[src/verilog/scad_pkg.sv]
// scad_pkg: opcode patterns, clock counts and carrier types of the decoder
package scad_pkg;

  // ----------------------------------------------------------------
  // opcode patterns and masks
  // ----------------------------------------------------------------
  localparam logic [7:0] MASK_DW = 8'hFC; // drops direction and width bits
  localparam logic [7:0] MASK_W = 8'hFE; // drops width bit only
  localparam logic [7:0] MASK_REGNUM = 8'hF8; // drops embedded register number
  localparam logic [7:0] OPC_DIFF_RM = 8'h28; // 001010dw
  localparam logic [7:0] OPC_BDIFF_RM = 8'h18; // 000110dw
  localparam logic [7:0] OPC_CMP_RM = 8'h38; // 001110dw
  localparam logic [7:0] OPC_DIFF_ACC = 8'h2C; // 0010110w
  localparam logic [7:0] OPC_BDIFF_ACC = 8'h1C; // 0001110w
  localparam logic [7:0] OPC_CMP_ACC = 8'h3C; // 0011110w
  localparam logic [7:0] OPC_IMM_GRP = 8'h80; // 100000sw
  localparam logic [7:0] OPC_STEP_GRP = 8'hFE; // 1111111w
  localparam logic [7:0] OPC_UNARY_GRP = 8'hF6; // 1111011w
  localparam logic [7:0] OPC_MINUS1_SHORT = 8'h48; // 01001rrr
  localparam logic [7:0] OPC_UBCD_ADD = 8'h37;
  localparam logic [7:0] OPC_UBCD_SUB = 8'h3F;
  localparam logic [7:0] OPC_PBCD_ADD = 8'h27;
  localparam logic [7:0] OPC_PBCD_SUB = 8'h2F;

  // ----------------------------------------------------------------
  // opcode bit positions and modrm fields
  // ----------------------------------------------------------------
  localparam int BIT_W = 0; // width bit
  localparam int BIT_D = 1; // direction bit
  localparam int BIT_S = 1; // sign-extend bit of the immediate group
  localparam logic [1:0] MOD_REG = 2'h3; // addressing form naming a register
  localparam logic [2:0] SEL_DIFF = 3'h5;
  localparam logic [2:0] SEL_BDIFF = 3'h3;
  localparam logic [2:0] SEL_CMP = 3'h7;
  localparam logic [2:0] SEL_MINUS1 = 3'h1;
  localparam logic [2:0] SEL_SIGNFLIP = 3'h3;

  // ----------------------------------------------------------------
  // execution clock counts
  // ----------------------------------------------------------------
  localparam logic [3:0] CLK_NONE = 4'h0;
  localparam logic [3:0] CLK_REG = 4'h2;
  localparam logic [3:0] CLK_MEM_TO_REG = 4'h7;
  localparam logic [3:0] CLK_REG_TO_MEM = 4'h6;
  localparam logic [3:0] CLK_IMM_MEM = 4'h7;
  localparam logic [3:0] CLK_MINUS1_MEM = 4'h6;
  localparam logic [3:0] CLK_CMP_MEM_REG = 4'h5;
  localparam logic [3:0] CLK_CMP_REG_MEM = 4'h6;
  localparam logic [3:0] CLK_CMP_IMM_MEM = 4'h5;
  localparam logic [3:0] CLK_SIGNFLIP_MEM = 4'h6;
  localparam logic [3:0] CLK_ADJUST = 4'h4;

  // ----------------------------------------------------------------
  // immediate byte counts
  // ----------------------------------------------------------------
  localparam logic [2:0] IMM_NONE = 3'h0;
  localparam logic [2:0] IMM_BYTE = 3'h1;
  localparam logic [2:0] IMM_WORD = 3'h2;
  localparam logic [2:0] IMM_DWORD = 3'h4;

  // ----------------------------------------------------------------
  // types
  // ----------------------------------------------------------------
  // operation recognised
  typedef enum logic [3:0] {
    OP_NONE, OP_DIFF, OP_BDIFF, OP_MINUS1, OP_CMP, OP_SIGNFLIP,
    OP_UBCD_ADD, OP_UBCD_SUB, OP_PBCD_ADD, OP_PBCD_SUB
  } scad_op_t;

  // decoder sequence
  typedef enum logic [1:0] {ST_OPCODE, ST_MODRM, ST_EXEC} scad_fsm_t;

  // one byte from the prefetch queue
  typedef struct packed {
    logic valid;
    logic [7:0] data;
  } scad_byte_t;

  // decoded instruction record
  typedef struct packed {
    logic recognised; // opcode belongs to this group
    scad_op_t op; // operation
    logic wide; // word or doubleword operand
    logic dir_to_reg; // register field is the destination
    logic sext; // 8-bit immediate sign-extended
    logic reg_operand; // operand is a register, not memory
    logic writes_result; // false for compare
    logic prot; // protected mode at decode
    logic [2:0] reg_num; // register of the short forms
    logic [2:0] imm_bytes; // immediate bytes that follow
    logic [3:0] clocks; // execution clock count
  } scad_info_t;

  // decoder state
  typedef struct packed {
    scad_fsm_t fsm;
    logic [7:0] opc;
    scad_info_t info;
    logic dec_valid;
    logic illegal;
  } scad_state_t;

  // execution timer state
  typedef struct packed {
    logic [3:0] cnt;
    logic done;
  } scad_tmr_t;

endpackage

[src/verilog/scad_imm_len.sv]
// scad_imm_len: number of immediate bytes that follow an opcode
`timescale 1ns/10ps
module scad_imm_len (
  // opcode and operand size
  input wire logic [7:0] opc,
  input wire logic op32,
  // result
  output logic [2:0] imm_bytes
);

  // ----------------------------------------------------------------
  // immediate length decode
  // ----------------------------------------------------------------
  logic [2:0] full_len; // length of a full-width immediate

  // full immediate follows the operand size attribute
  assign full_len = op32 ? scad_pkg::IMM_DWORD : scad_pkg::IMM_WORD;

  // accumulator short forms and the immediate group carry data
  always_comb begin
    imm_bytes = scad_pkg::IMM_NONE;
    if ((opc & scad_pkg::MASK_W) == scad_pkg::OPC_DIFF_ACC ||
        (opc & scad_pkg::MASK_W) == scad_pkg::OPC_BDIFF_ACC ||
        (opc & scad_pkg::MASK_W) == scad_pkg::OPC_CMP_ACC) begin
      // byte when width bit clear, else full width
      imm_bytes = opc[scad_pkg::BIT_W] ? full_len : scad_pkg::IMM_BYTE;
    end else if ((opc & scad_pkg::MASK_DW) == scad_pkg::OPC_IMM_GRP) begin
      // sign bit or byte width shortens it to one byte
      if (opc[scad_pkg::BIT_S] || !opc[scad_pkg::BIT_W]) begin
        imm_bytes = scad_pkg::IMM_BYTE;
      end else begin
        imm_bytes = full_len;
      end
    end
  end

endmodule

[src/verilog/scad_timer.sv]
// scad_timer: counts down the execution clocks of a decoded instruction
`timescale 1ns/10ps
module scad_timer (
  // clock and reset
  input wire logic sys_clk,
  input wire logic rstn,
  // load
  input wire logic load,
  input wire logic [3:0] load_cnt,
  // status
  output logic busy,
  output logic last,
  output logic done
);

  // ----------------------------------------------------------------
  // state
  // ----------------------------------------------------------------
  scad_pkg::scad_tmr_t st_reg; // registered state
  scad_pkg::scad_tmr_t st_next; // next state

  // count down to zero, done pulse after the final cycle
  always_comb begin
    st_next = st_reg;
    st_next.done = 1'b0;
    if (load) begin
      st_next.cnt = load_cnt;
    end else if (st_reg.cnt != 4'h0) begin
      st_next.cnt = st_reg.cnt - 4'h1;
      st_next.done = (st_reg.cnt == 4'h1);
    end
  end

  // register the state
  always_ff @(posedge sys_clk) begin
    if (!rstn) begin
      st_reg <= '0;
    end else begin
      st_reg <= st_next;
    end
  end

  // ----------------------------------------------------------------
  // outputs
  // ----------------------------------------------------------------
  assign busy = (st_reg.cnt != 4'h0);
  assign last = (st_reg.cnt == 4'h1);
  assign done = st_reg.done;

endmodule

[src/verilog/scad_decoder.sv]
// scad_decoder: decoder and clock counter for the subtract/compare/adjust group
//
// Contract
// - memory into register difference: six clocks
// - difference writing memory: seven clocks
// - immediate difference, selector 101: two/seven
// - accumulator immediate difference: two clocks
// - borrow difference: two, seven, six clocks
// - immediate borrow difference, selector 011: two/seven
// - accumulator immediate borrow difference: two clocks
// - minus one: two/six; short form two
// - compare register two; memory against register five
// - compare register against memory: six clocks
// - immediate compare, selector 111: two/five
// - accumulator immediate compare: two clocks
// - sign flip, selector 011: two/six
// - unpacked add fix 37h: four clocks
// - unpacked subtract fix 3Fh: four clocks
// - packed add fix 27h: four clocks
// - packed subtract fix 2Fh: four clocks
// - register difference: two clocks
`timescale 1ns/10ps
module scad_decoder (
  // clock and reset
  input wire logic sys_clk,
  input wire logic rstn,
  // prefetch queue side
  input scad_pkg::scad_byte_t fetch_in,
  output logic fetch_ready,
  // operating attributes
  input wire logic op32,
  input wire logic prot_mode,
  // sequencer side
  output logic dec_valid,
  output scad_pkg::scad_info_t dec_info,
  output logic illegal,
  output logic exec_busy,
  output logic exec_done
);

  // ----------------------------------------------------------------
  // state and wiring
  // ----------------------------------------------------------------
  scad_pkg::scad_state_t st_reg; // registered state
  scad_pkg::scad_state_t st_next; // next state
  scad_pkg::scad_info_t cls; // classification of the current bytes
  logic [7:0] opc_cur; // opcode under decode
  logic [7:0] modrm_cur; // modrm byte under decode
  logic [1:0] mod_f; // addressing form field
  logic [2:0] sel_f; // middle selector field
  logic is_reg; // addressing form names a register
  logic take; // byte accepted this cycle
  logic need_modrm; // opcode is followed by a modrm byte
  logic [2:0] imm_len; // immediate bytes after the opcode
  logic tmr_load; // start the execution count
  logic tmr_busy; // execution count running
  logic tmr_last; // final execution cycle
  logic tmr_done; // execution count finished

  // ----------------------------------------------------------------
  // byte selection
  // ----------------------------------------------------------------
  // in the modrm step the opcode comes from the held copy
  assign opc_cur = (st_reg.fsm == scad_pkg::ST_MODRM) ? st_reg.opc : fetch_in.data;
  assign modrm_cur = fetch_in.data;
  assign mod_f = modrm_cur[7:6];
  assign sel_f = modrm_cur[5:3];
  assign is_reg = (mod_f == scad_pkg::MOD_REG);

  // handshake: no new byte while an instruction executes
  assign fetch_ready = (st_reg.fsm != scad_pkg::ST_EXEC);
  assign take = fetch_in.valid && fetch_ready;

  // ----------------------------------------------------------------
  // immediate length
  // ----------------------------------------------------------------
  scad_imm_len u_imm (
    .opc(opc_cur),
    .op32(op32),
    .imm_bytes(imm_len)
  );

  // ----------------------------------------------------------------
  // modrm presence
  // ----------------------------------------------------------------
  // register/memory forms and the three selector groups carry modrm
  always_comb begin
    need_modrm = 1'b0;
    if ((opc_cur & scad_pkg::MASK_DW) == scad_pkg::OPC_DIFF_RM ||
        (opc_cur & scad_pkg::MASK_DW) == scad_pkg::OPC_BDIFF_RM ||
        (opc_cur & scad_pkg::MASK_DW) == scad_pkg::OPC_CMP_RM ||
        (opc_cur & scad_pkg::MASK_DW) == scad_pkg::OPC_IMM_GRP ||
        (opc_cur & scad_pkg::MASK_W) == scad_pkg::OPC_STEP_GRP ||
        (opc_cur & scad_pkg::MASK_W) == scad_pkg::OPC_UNARY_GRP) begin
      need_modrm = 1'b1;
    end
  end

  // ----------------------------------------------------------------
  // classification
  // ----------------------------------------------------------------
  // common fields first, then the operation and its clock count
  always_comb begin
    cls = '0;
    cls.op = scad_pkg::OP_NONE;
    cls.clocks = scad_pkg::CLK_NONE;
    cls.wide = opc_cur[scad_pkg::BIT_W];
    cls.prot = prot_mode;
    cls.imm_bytes = imm_len;
    cls.writes_result = 1'b1;
    if ((opc_cur & scad_pkg::MASK_DW) == scad_pkg::OPC_DIFF_RM ||
        (opc_cur & scad_pkg::MASK_DW) == scad_pkg::OPC_BDIFF_RM ||
        (opc_cur & scad_pkg::MASK_DW) == scad_pkg::OPC_CMP_RM) begin
      // register/memory with register forms
      cls.recognised = 1'b1;
      cls.dir_to_reg = opc_cur[scad_pkg::BIT_D];
      cls.reg_operand = is_reg;
      cls.reg_num = modrm_cur[5:3];
      if ((opc_cur & scad_pkg::MASK_DW) == scad_pkg::OPC_CMP_RM) begin
        cls.op = scad_pkg::OP_CMP;
        cls.writes_result = 1'b0;
        if (is_reg) begin
          cls.clocks = scad_pkg::CLK_REG;
        end else if (!opc_cur[scad_pkg::BIT_D]) begin
          cls.clocks = scad_pkg::CLK_CMP_MEM_REG;
        end else begin
          cls.clocks = scad_pkg::CLK_CMP_REG_MEM;
        end
      end else begin
        // plain and borrow difference share their counts
        if ((opc_cur & scad_pkg::MASK_DW) == scad_pkg::OPC_DIFF_RM) begin
          cls.op = scad_pkg::OP_DIFF;
        end else begin
          cls.op = scad_pkg::OP_BDIFF;
        end
        if (is_reg) begin
          cls.clocks = scad_pkg::CLK_REG;
        end else if (!opc_cur[scad_pkg::BIT_D]) begin
          cls.clocks = scad_pkg::CLK_MEM_TO_REG;
        end else begin
          cls.clocks = scad_pkg::CLK_REG_TO_MEM;
        end
      end
    end else if ((opc_cur & scad_pkg::MASK_W) == scad_pkg::OPC_DIFF_ACC ||
                 (opc_cur & scad_pkg::MASK_W) == scad_pkg::OPC_BDIFF_ACC ||
                 (opc_cur & scad_pkg::MASK_W) == scad_pkg::OPC_CMP_ACC) begin
      // accumulator with immediate, always two clocks
      cls.recognised = 1'b1;
      cls.dir_to_reg = 1'b1;
      cls.reg_operand = 1'b1;
      cls.clocks = scad_pkg::CLK_REG;
      if ((opc_cur & scad_pkg::MASK_W) == scad_pkg::OPC_DIFF_ACC) begin
        cls.op = scad_pkg::OP_DIFF;
      end else if ((opc_cur & scad_pkg::MASK_W) == scad_pkg::OPC_BDIFF_ACC) begin
        cls.op = scad_pkg::OP_BDIFF;
      end else begin
        cls.op = scad_pkg::OP_CMP;
        cls.writes_result = 1'b0;
      end
    end else if ((opc_cur & scad_pkg::MASK_DW) == scad_pkg::OPC_IMM_GRP) begin
      // immediate group: selector picks the operation
      cls.sext = opc_cur[scad_pkg::BIT_S] && opc_cur[scad_pkg::BIT_W];
      cls.reg_operand = is_reg;
      unique case (sel_f)
        scad_pkg::SEL_DIFF: begin
          cls.recognised = 1'b1;
          cls.op = scad_pkg::OP_DIFF;
          cls.clocks = is_reg ? scad_pkg::CLK_REG : scad_pkg::CLK_IMM_MEM;
        end
        scad_pkg::SEL_BDIFF: begin
          cls.recognised = 1'b1;
          cls.op = scad_pkg::OP_BDIFF;
          cls.clocks = is_reg ? scad_pkg::CLK_REG : scad_pkg::CLK_IMM_MEM;
        end
        scad_pkg::SEL_CMP: begin
          cls.recognised = 1'b1;
          cls.op = scad_pkg::OP_CMP;
          cls.writes_result = 1'b0;
          cls.clocks = is_reg ? scad_pkg::CLK_REG : scad_pkg::CLK_CMP_IMM_MEM;
        end
        default: begin
          // other selectors belong to other groups
          cls.recognised = 1'b0;
        end
      endcase
    end else if ((opc_cur & scad_pkg::MASK_W) == scad_pkg::OPC_STEP_GRP) begin
      // minus one on register or memory
      cls.reg_operand = is_reg;
      if (sel_f == scad_pkg::SEL_MINUS1) begin
        cls.recognised = 1'b1;
        cls.op = scad_pkg::OP_MINUS1;
        cls.clocks = is_reg ? scad_pkg::CLK_REG : scad_pkg::CLK_MINUS1_MEM;
      end
    end else if ((opc_cur & scad_pkg::MASK_W) == scad_pkg::OPC_UNARY_GRP) begin
      // sign flip on register or memory
      cls.reg_operand = is_reg;
      if (sel_f == scad_pkg::SEL_SIGNFLIP) begin
        cls.recognised = 1'b1;
        cls.op = scad_pkg::OP_SIGNFLIP;
        cls.clocks = is_reg ? scad_pkg::CLK_REG : scad_pkg::CLK_SIGNFLIP_MEM;
      end
    end else if ((opc_cur & scad_pkg::MASK_REGNUM) == scad_pkg::OPC_MINUS1_SHORT) begin
      // one-byte minus one, register in the low bits, full width
      cls.recognised = 1'b1;
      cls.op = scad_pkg::OP_MINUS1;
      cls.wide = 1'b1;
      cls.reg_operand = 1'b1;
      cls.reg_num = opc_cur[2:0];
      cls.clocks = scad_pkg::CLK_REG;
    end else begin
      // single-byte decimal adjusts on the accumulator
      cls.wide = 1'b0;
      cls.reg_operand = 1'b1;
      unique case (opc_cur)
        scad_pkg::OPC_UBCD_ADD: begin
          cls.recognised = 1'b1;
          cls.op = scad_pkg::OP_UBCD_ADD;
          cls.clocks = scad_pkg::CLK_ADJUST;
        end
        scad_pkg::OPC_UBCD_SUB: begin
          cls.recognised = 1'b1;
          cls.op = scad_pkg::OP_UBCD_SUB;
          cls.clocks = scad_pkg::CLK_ADJUST;
        end
        scad_pkg::OPC_PBCD_ADD: begin
          cls.recognised = 1'b1;
          cls.op = scad_pkg::OP_PBCD_ADD;
          cls.clocks = scad_pkg::CLK_ADJUST;
        end
        scad_pkg::OPC_PBCD_SUB: begin
          cls.recognised = 1'b1;
          cls.op = scad_pkg::OP_PBCD_SUB;
          cls.clocks = scad_pkg::CLK_ADJUST;
        end
        default: begin
          // any other byte is not ours
          cls.recognised = 1'b0;
        end
      endcase
    end
  end

  // ----------------------------------------------------------------
  // decode sequence
  // ----------------------------------------------------------------
  // opcode, optional modrm, then execution for the charged clocks
  always_comb begin
    st_next = st_reg;
    st_next.dec_valid = 1'b0;
    st_next.illegal = 1'b0;
    tmr_load = 1'b0;
    unique case (st_reg.fsm)
      scad_pkg::ST_OPCODE: begin
        if (take && need_modrm) begin
          // hold the opcode until its modrm byte arrives
          st_next.opc = fetch_in.data;
          st_next.fsm = scad_pkg::ST_MODRM;
        end else if (take) begin
          // complete with the opcode alone
          st_next.info = cls;
          st_next.dec_valid = 1'b1;
          st_next.illegal = !cls.recognised;
          tmr_load = cls.recognised;
          st_next.fsm = cls.recognised ? scad_pkg::ST_EXEC : scad_pkg::ST_OPCODE;
        end
      end
      scad_pkg::ST_MODRM: begin
        if (take) begin
          // modrm completes the decode
          st_next.info = cls;
          st_next.dec_valid = 1'b1;
          st_next.illegal = !cls.recognised;
          tmr_load = cls.recognised;
          st_next.fsm = cls.recognised ? scad_pkg::ST_EXEC : scad_pkg::ST_OPCODE;
        end
      end
      scad_pkg::ST_EXEC: begin
        // leave in the final charged clock
        if (tmr_last) begin
          st_next.fsm = scad_pkg::ST_OPCODE;
        end
      end
      default: begin
        // unused code recovers to the opcode step
        st_next.fsm = scad_pkg::ST_OPCODE;
      end
    endcase
  end

  // register the state
  always_ff @(posedge sys_clk) begin
    if (!rstn) begin
      st_reg <= '0;
    end else begin
      st_reg <= st_next;
    end
  end

  // ----------------------------------------------------------------
  // execution clock count
  // ----------------------------------------------------------------
  scad_timer u_tmr (
    .sys_clk(sys_clk),
    .rstn(rstn),
    .load(tmr_load),
    .load_cnt(cls.clocks),
    .busy(tmr_busy),
    .last(tmr_last),
    .done(tmr_done)
  );

  // ----------------------------------------------------------------
  // outputs
  // ----------------------------------------------------------------
  assign dec_valid = st_reg.dec_valid;
  assign dec_info = st_reg.info;
  assign illegal = st_reg.illegal;
  assign exec_busy = tmr_busy;
  assign exec_done = tmr_done;

endmodule

[config.mk]
export PLATFORM = sky130hd
export DESIGN_NAME = scad_decoder
export DESIGN_NICKNAME = d
export VERILOG_FILES = /design/src/verilog/scad_pkg.sv /design/src/verilog/scad_imm_len.sv /design/src/verilog/scad_timer.sv /design/src/verilog/scad_decoder.sv
export SDC_FILE = /design/constraint.sdc
export NUM_CORES = 1
export LEC_CHECK = 0
export BUFFER_PORTS_ARGS = -buffer_cell sky130_fd_sc_hd__buf_2
export CAP_MARGIN = 20
export CORE_MARGIN = 1
export CORE_UTILIZATION = 51
export CTS_CLUSTER_SIZE = 20
export DETAILED_ROUTE_END_ITERATION = 8
export PLACE_DENSITY = 0.86
export SETUP_SLACK_MARGIN = 0.3
export SYNTH_ARGS = -nofsm -noshare
export SYNTH_HDL_FRONTEND = slang
export SYNTH_SLANG_ARGS = --single-unit
[constraint.sdc]
create_clock -name sys_clk -period 2.13 [get_ports sys_clk]
set_input_delay 0 -clock sys_clk [delete_from_list [all_inputs] [get_ports sys_clk]]
set_output_delay 0 -clock sys_clk [all_outputs]
set_load 0.1 [all_outputs]
== Word level (Yosys, flattened, before mapping) ==
Index checks and enable logic that the tools add are counted.

* Output and inout bits: 26
* Word-level logic and storage cells: 148
* Bits of input ports: 13
* Flip-flop bits (word level): 38

* Reductions and logical operators: 23
* $add $sub $neg: 1
* Bitwise operators: 2
* Equality and inequality tests: 25
* Mux-type cells: 80

{| class="wikitable"
|+ Operators by type and width
! cell !! number
|-
| 2-to-1 mux 3 bit || 21
|-
| 2-to-1 mux 23 bit || 2
|-
| case mux 23 bit (2 select lines) || 1
|-
| 2-to-1 mux 5 bit || 8
|-
| 2-to-1 mux 4 bit || 9
|-
| equality test 8 x 6 -> 1 bit, second input constant || 4
|-
| 2-to-1 mux 1 bit || 24
|-
| 2-to-1 mux 2 bit || 8
|-
| case mux 4 bit (4 select lines) || 1
|-
| equality test 7 x 5 -> 1 bit, second input constant || 2
|-
| equality test 7 bit, second input constant || 2
|-
| equality test 6 x 4 -> 1 bit, second input constant || 2
|-
| case mux 3 bit (3 select lines) || 1
|-
| logical OR 1 bit || 8
|-
| 2-to-1 mux 8 bit || 1
|-
| equality test 7 x 4 -> 1 bit, second input constant || 1
|-
| equality test 3 bit, second input constant || 2
|-
| equality test 6 x 3 -> 1 bit, second input constant || 1
|-
| equality test 6 bit, second input constant || 1
|-
| 2-to-1 mux 6 bit || 1
|-
| != test 2 bit, second input constant || 3
|-
| case mux 2 bit (3 select lines) || 1
|-
| case mux 3 bit (2 select lines) || 1
|-
| OR reduction 3 bit || 2
|-
| other kinds (17) || 24
|}

== Longest topological paths before layout ==
* Word-level depth: 15
* Mapped depth: 10
* Mapped depth without buffers: 7

== By module ==
Synthesis repeated with hierarchy kept, for this count alone.

* Cells, all modules: 318
* Area total of the unflattened synthesis: 2691.3 µm²

{| class="wikitable"
|+ Modules (own cells, without submodules)
! module !! sequential area each (µm²) !! area an instance (µm²) !! cells each !! times used
|-
| scad_decoder || 660.6 || 2396.0 || 281 || 1
|-
| scad_timer || 100.1 || 220.2 || 26 || 1
|-
| scad_imm_len || 0.0 || 75.1 || 11 || 1
|}

== Least setup slack after synthesis ==
OpenSTA, ideal clock, no wires.

* Path kind: reg2reg
* Start: register st_reg[32] (netlist name)
* End: register u_tmr.st_reg[1] (netlist name)
* Arrival: 2.039 ns
* Path buffers: 1
* Clock period less this slack: 2.159 ns
* Path slack: -0.029 ns
* Cell stages (with the launch flop): 9
* Cell sequence: dfxtp_1 > nor2b_2 > buf_6 > or4b_1 > a21oi_2 > a21oi_2 > o41a_4 > o21ai_1 > a21oi_1

* Longest elaborated chain between the ends: 15
* Elaborated cells between the ends (all ways): 52
* Those cells by class: eq/ne (16); mux (24); reduce/logical (12)

{| class="wikitable"
|+ RTL lines
! item !! RTL line !! RTL
|-
| start, declared || scad_decoder.sv:44 || <nowiki>scad_pkg::scad_state_t st_reg;</nowiki>
|-
| start signal, assigned || scad_decoder.sv:295 || <nowiki>st_reg <= st_next;</nowiki>
|-
| equality test 2 x 1 -> 1 bit || scad_decoder.sv:64, scad_decoder.sv:252 ||
|-
| 2-to-1 mux 8 bit || scad_decoder.sv:64 || <nowiki>assign opc_cur = (st_reg.fsm == scad_pkg::ST_MODRM) ? st_reg.opc : fetch_in.data;</nowiki>
|-
| equality test 8 x 6 -> 1 bit || scad_decoder.sv:214 || <nowiki>unique case (opc_cur)</nowiki>
|-
| OR reduction 4 bit (no source line) || -- ||
|-
| 2-to-1 mux 1 bit || scad_decoder.sv:214 ||
|-
| 2-to-1 mux 6 bit || scad_decoder.sv:202 || <nowiki>end else if ((opc_cur & scad_pkg::MASK_REGNUM) == scad_pkg::OPC_MINUS1_SHORT) begin</nowiki>
|-
| 2-to-1 mux 5 bit || scad_decoder.sv:194 || <nowiki>end else if ((opc_cur & scad_pkg::MASK_W) == scad_pkg::OPC_UNARY_GRP) begin</nowiki>
|-
| 2-to-1 mux 5 bit || scad_decoder.sv:186 || <nowiki>end else if ((opc_cur & scad_pkg::MASK_W) == scad_pkg::OPC_STEP_GRP) begin</nowiki>
|-
| 2-to-1 mux 5 bit || scad_decoder.sv:160 || <nowiki>end else if ((opc_cur & scad_pkg::MASK_DW) == scad_pkg::OPC_IMM_GRP) begin</nowiki>
|-
| 2-to-1 mux 5 bit || scad_decoder.sv:144 || <nowiki>end else if ((opc_cur & scad_pkg::MASK_W) == scad_pkg::OPC_DIFF_ACC ||</nowiki>
|-
| 2-to-1 mux 5 bit || scad_decoder.sv:111 || <nowiki>if ((opc_cur & scad_pkg::MASK_DW) == scad_pkg::OPC_DIFF_RM ||</nowiki>
|-
| 2-to-1 mux 1 bit || scad_decoder.sv:258, scad_decoder.sv:268 ||
|-
| 2-to-1 mux 1 bit || scad_decoder.sv:254 || <nowiki>if (take && need_modrm) begin</nowiki>
|-
| case mux 1 bit (2 select lines) || scad_decoder.sv:252 || <nowiki>unique case (st_reg.fsm)</nowiki>
|-
| 2-to-1 mux 4 bit or nonzero test 2 bit (tied branches) || -- ||
|-
| end signal, assigned || scad_timer.sv:39 || <nowiki>st_reg <= st_next;</nowiki>
|-
| end, declared || scad_timer.sv:19 || <nowiki>scad_pkg::scad_tmr_t st_reg;</nowiki>
|}

Several ways; a longest one is shown, not always the timed one.
A chain may end at the register's enable or synchronous reset.

== Worst setup path after layout ==
* Start: register st_reg[32] (netlist name)
* End: register st_reg[25] (netlist name)

* Longest elaborated chain between the ends: 11
* Elaborated cells between the ends (all ways): 19
* Those cells by class: eq/ne (8); mux (2); reduce/logical (9)

{| class="wikitable"
|+ RTL lines
! item !! RTL line !! RTL
|-
| equality test 2 x 1 -> 1 bit || scad_decoder.sv:64 ||
|-
| 2-to-1 mux 8 bit || scad_decoder.sv:64 ||
|-
| equality test 6 x 4 -> 1 bit or equality test 6 x 3 -> 1 bit (tied branches) || scad_decoder.sv:89, scad_decoder.sv:90 ||
|-
| logical OR 1 bit || scad_decoder.sv:89 || <nowiki>if ((opc_cur & scad_pkg::MASK_DW) == scad_pkg::OPC_DIFF_RM ||</nowiki>
|-
| logical OR 1 bit || scad_decoder.sv:90 || <nowiki>(opc_cur & scad_pkg::MASK_DW) == scad_pkg::OPC_BDIFF_RM ||</nowiki>
|-
| logical OR 1 bit || scad_decoder.sv:91 || <nowiki>(opc_cur & scad_pkg::MASK_DW) == scad_pkg::OPC_CMP_RM ||</nowiki>
|-
| logical OR 1 bit || scad_decoder.sv:92 || <nowiki>(opc_cur & scad_pkg::MASK_DW) == scad_pkg::OPC_IMM_GRP ||</nowiki>
|-
| logical OR 1 bit || scad_decoder.sv:93 || <nowiki>(opc_cur & scad_pkg::MASK_W) == scad_pkg::OPC_STEP_GRP ||</nowiki>
|-
| 2-to-1 mux 1 bit || scad_decoder.sv:89 ||
|-
| logical AND 1 bit || scad_decoder.sv:254 ||
|-
| AND reduction 2 bit (no source line) (*) || -- ||
|}

Every way passes the cells marked *; elsewhere a longest branch is shown, timed or not.

==> flow_summary_export.csv <==
group,metric,value,unit
worst_setup_path,cpMostUsedCell,"buf_4",
global_routing,grt_max_degree,29,
worst_setup_path,reg2reg_from,"st_reg[32]$_SDFFE_PN0P_",
place,port_buffers,38,
routing,firstDrtPassIters,5,
logic_synthesis,synth_largest_area_cell,"dfxtp_1",
routing,vias,2707,
logic_synthesis,postSynthAreaPerCell,8.17,µm²
worst_setup_path,endpoint_kind,"flop",
logic_synthesis,synth_warnings,0,
place,globalplace.congestion,1.03,
logic_synthesis,synth_edf_count,0,
worst_setup_path,path_cells,"buf_12, nor2b_4, buf_4, nor4b_2, buf_4, o21ai_2, buf_4, a311oi_4, buf_12, mux2i_1, nor2_1",
logic_synthesis,synth_seq_cells,38,
sta,rsz0062_at_grt,"true",
worst_setup_path,rr_worst_depth,11,
logic_synthesis,ys_top_cells_by_count,"38 x dfxtp_1, 34 x nor2_1, 27 x nand2_1",
sta,fin_setup_tns,-2.82,ns
routing,drt-initial-drc-count,315,
power_and_ir_drop,clkPwrFrac,28.5,%
flow_run,drv_cap,0,
worst_setup_path,crit_arrival,2.46,ns
power_and_ir_drop,p_sw_share,37.3,%
logic_synthesis,yosysTopAreaCellShare,32.3,%
power_and_ir_drop,internal-power,1.20,mW
worst_setup_path,cp.required,2.30,ns
cts,cts_tree,"built",
sta,worst_hold_slack,0.0233,ns
layout,syn_to_final_growth,47.5,%
sta,slew_viol_final,0,
global_routing,antenna_found_initial,0,
worst_setup_path,r2r_end,"st_reg[25]$_SDFFE_PN0P_",
routing,antenna_left,0,
layout,drive_above_1_share,49.2,%
die,die-area,0.00489,mm²
outcome,status,"complete, but fails checks",
logic_synthesis,synthCells,288,
cts,h-tree-depth,2,
die,initial_utilization,53.7,%
sta,max_slew.worst_pin.slew,0.619,ns
power_and_ir_drop,p_leak,1.50,nW
logic_synthesis,synthesis.nets,301,
layout,multi_input_area,0.00160,mm²
logic_synthesis,async_reset_ff_share,0,%
logic_synthesis,synth_flop_cell,"dfxtp_1",
worst_setup_path,crit_slowest_cell,"dfxtp_4",
routing,finalWirelength,8600,µm
power_and_ir_drop,ir_worst_vdd,358,µV
die,die_h,69.9,µm
cts,clockBufferDepth,2,
sta,max_freq,438,MHz
outcome,violations,"setup timing",
cts,root_buffer,"clkbuf_8",
layout,antennaDiodeCount,0,
layout,layout.nets,392,
worst_setup_path,start_kind,"flop",
sta,period_share,107,%
power_and_ir_drop,power_density,551,mW/mm²
min_path,hold_end,"dec_info[1]$_SDFFE_PN0P_",
routing,routedWlPerCell,19.9,µm
routing,viasPerCell,6.27,
cts,clkSinkCount,38,
power_and_ir_drop,p_sw,0.714,mW
sta,setup_ws,-0.155,ns
min_path,min_path_cells,2,
layout,final_core_util,79.2,%
routing,drc_errors,0,
power_and_ir_drop,seq_power_share,39.8,%
worst_setup_path,rrSetupSlack,-0.16,ns
die,rows,24,
die,die_w,69.9,µm
logic_synthesis,synthTopCellsByArea,"dfxtp_1 32%, buf_4 8.3%, mux2i_1 6.0%, nor2_1 5.4%, a21oi_1 4.9%",
cts,worstSkewPairLatency,0.30,ns
min_path,hp-start,"rstn",
die,core_area,0.00438,mm²
sta,finClkSkew,0.00342,ns
sta,max-slew-margin-rel,58.3,%
power_and_ir_drop,combPwrFrac,31.7,%
die,ios,39,
layout,fillers,278,
logic_synthesis,yosysMostFrequentCell,"dfxtp_1",
logic_synthesis,yosysSeqAreaShare,32.3,%
cts,cts_made_buffers,5,
min_path,min_path_type,"input pin to flop",
layout,largest_register_ffs,21,
worst_setup_path,path_max_fanout,8,
cts,cts.clk_slew.worst_paths,0.08,ns
layout,regArea,769,µm²
worst_setup_path,slowest_delay,0.39,ns
worst_setup_path,critPathKind,"flop to flop",
global_routing,overflow,0,
global_routing,grt_pass1_vias,2611,
logic_synthesis,ys_types,55,
logic_synthesis,syn_area,0.00235,mm²
global_routing,track_usage,34.8,%
global_routing,grt_pass1_wl,13300,µm
sta,min_period,2.29,ns
place,dp_hpwl,5550,µm
place,dp_slack,-0.228,ns
sta,hold_viol_final,0,
sta,finalSetupViolCount,36,
## through the flow
stage	total power [mW]	cell area, µm²	std cells
after floorplan	1.16	2450	288
after global placement	1.27	2930	402
after detailed placement	1.28	2930	402
after CTS	1.87	3370	429
after global routing	1.96	3470	432
final	1.91	3470	432
## cells in the final DEF (no fill, tap or decap), drive strengths merged, types with 4 or more instances in the layout
master,netlist,layout
nand3,9,9
nor3,10,10
o21ai,16,16
mux2i,14,14
nand4b,4,4
a21oi,27,27
clkbuf,4,6
nand4,7,7
or3,4,4
a31oi,4,4
dfxtp,38,38
nand2,27,27
buf,31,116
nor2,34,34
nor4b,6,6
inv,7,8
a211oi,4,4
## how the worst max path moves through the flow
stage                            start                   endpoint  slack, ns  cells after the start
2_1_floorplan  st_reg[32]$_SDFFE_PN0P_  dec_info[16]$_SDFFE_PN0P_       0.03                      7
3_3_place_gp   st_reg[31]$_SDFFE_PN0P_  dec_info[16]$_SDFFE_PN0P_      -0.18                      9
3_5_place_dp   st_reg[31]$_SDFFE_PN0P_  dec_info[16]$_SDFFE_PN0P_      -0.23                      9
4_1_cts        st_reg[32]$_SDFFE_PN0P_  dec_info[16]$_SDFFE_PN0P_      -0.16                      7
5_1_grt        st_reg[32]$_SDFFE_PN0P_    st_reg[25]$_SDFFE_PN0P_      -0.21                     11
6_report       st_reg[32]$_SDFFE_PN0P_    st_reg[25]$_SDFFE_PN0P_      -0.16                     11
## layout make-up
class | instances | share of cell area, %
multi-input combinational | 208 | 46.1
clock inverter | 2 | 0.324
timing repair buffer | 119 | 26.4
tap | 52 | 1.87
inverter | 7 | 0.757
clock buffer | 6 | 2.38
sequential | 38 | 22.2
## critical path, delay by kind of cell, from the launching register on
family	cells	cell delay, ns
buffers and inverters	5	0.77
multiplexers	1	0.21
AO/OA/AOI/OAI	2	0.41
AND/OR/NAND/NOR	3	0.37
flip-flops	1	0.39
## kinds of logic (layout without fill, tap and decap cells)
| kind of cell | count (synthesis) | after routing | share of synthesized area, % |
|---|---|---|---|
| muxes | 14 | 14 | 5.95 |
| AOI/OAI and AO/OA | 70 | 70 | 20.4 |
| buffers and inverters | 42 | 134 | 11.4 |
| and+or+nand+nor | 124 | 124 | 29.9 |
| DFF | 38 | 38 | 32.3 |
## per-layer routing
layer / global-route usage, % / vias up / wire length [µm]
met1: 45.4 / 1305 / 3460
met3: 6.64 / 26 / 843
li1: - / 1209 / -
met4: 12.7 / 0 / 212
met2: 57.2 / 167 / 4080
met5: 0 / - / 0
## timing repair
action                                 in CTS  in global routing
gates resized for setup                    50                 20
gates cloned                                3                  0
pin swaps                                  18                  8
buffers inserted                           13                  3
hold buffers                                3                  0
endpoints found under the hold margin       4                  0
setup endpoints to repair                  38                 38
## power groups by stage
stage | logic (mW) | registers [mW] | clock network [mW]
2_1_floorplan | 0.366 | 0.798 | 0
6_report | 0.606 | 0.762 | 0.545
3_3_place_gp | 0.498 | 0.774 | 0
3_5_place_dp | 0.501 | 0.775 | 0
4_1_cts | 0.571 | 0.759 | 0.543
5_1_grt | 0.629 | 0.765 | 0.565
Note: power is estimated with default switching activity, not from simulation.
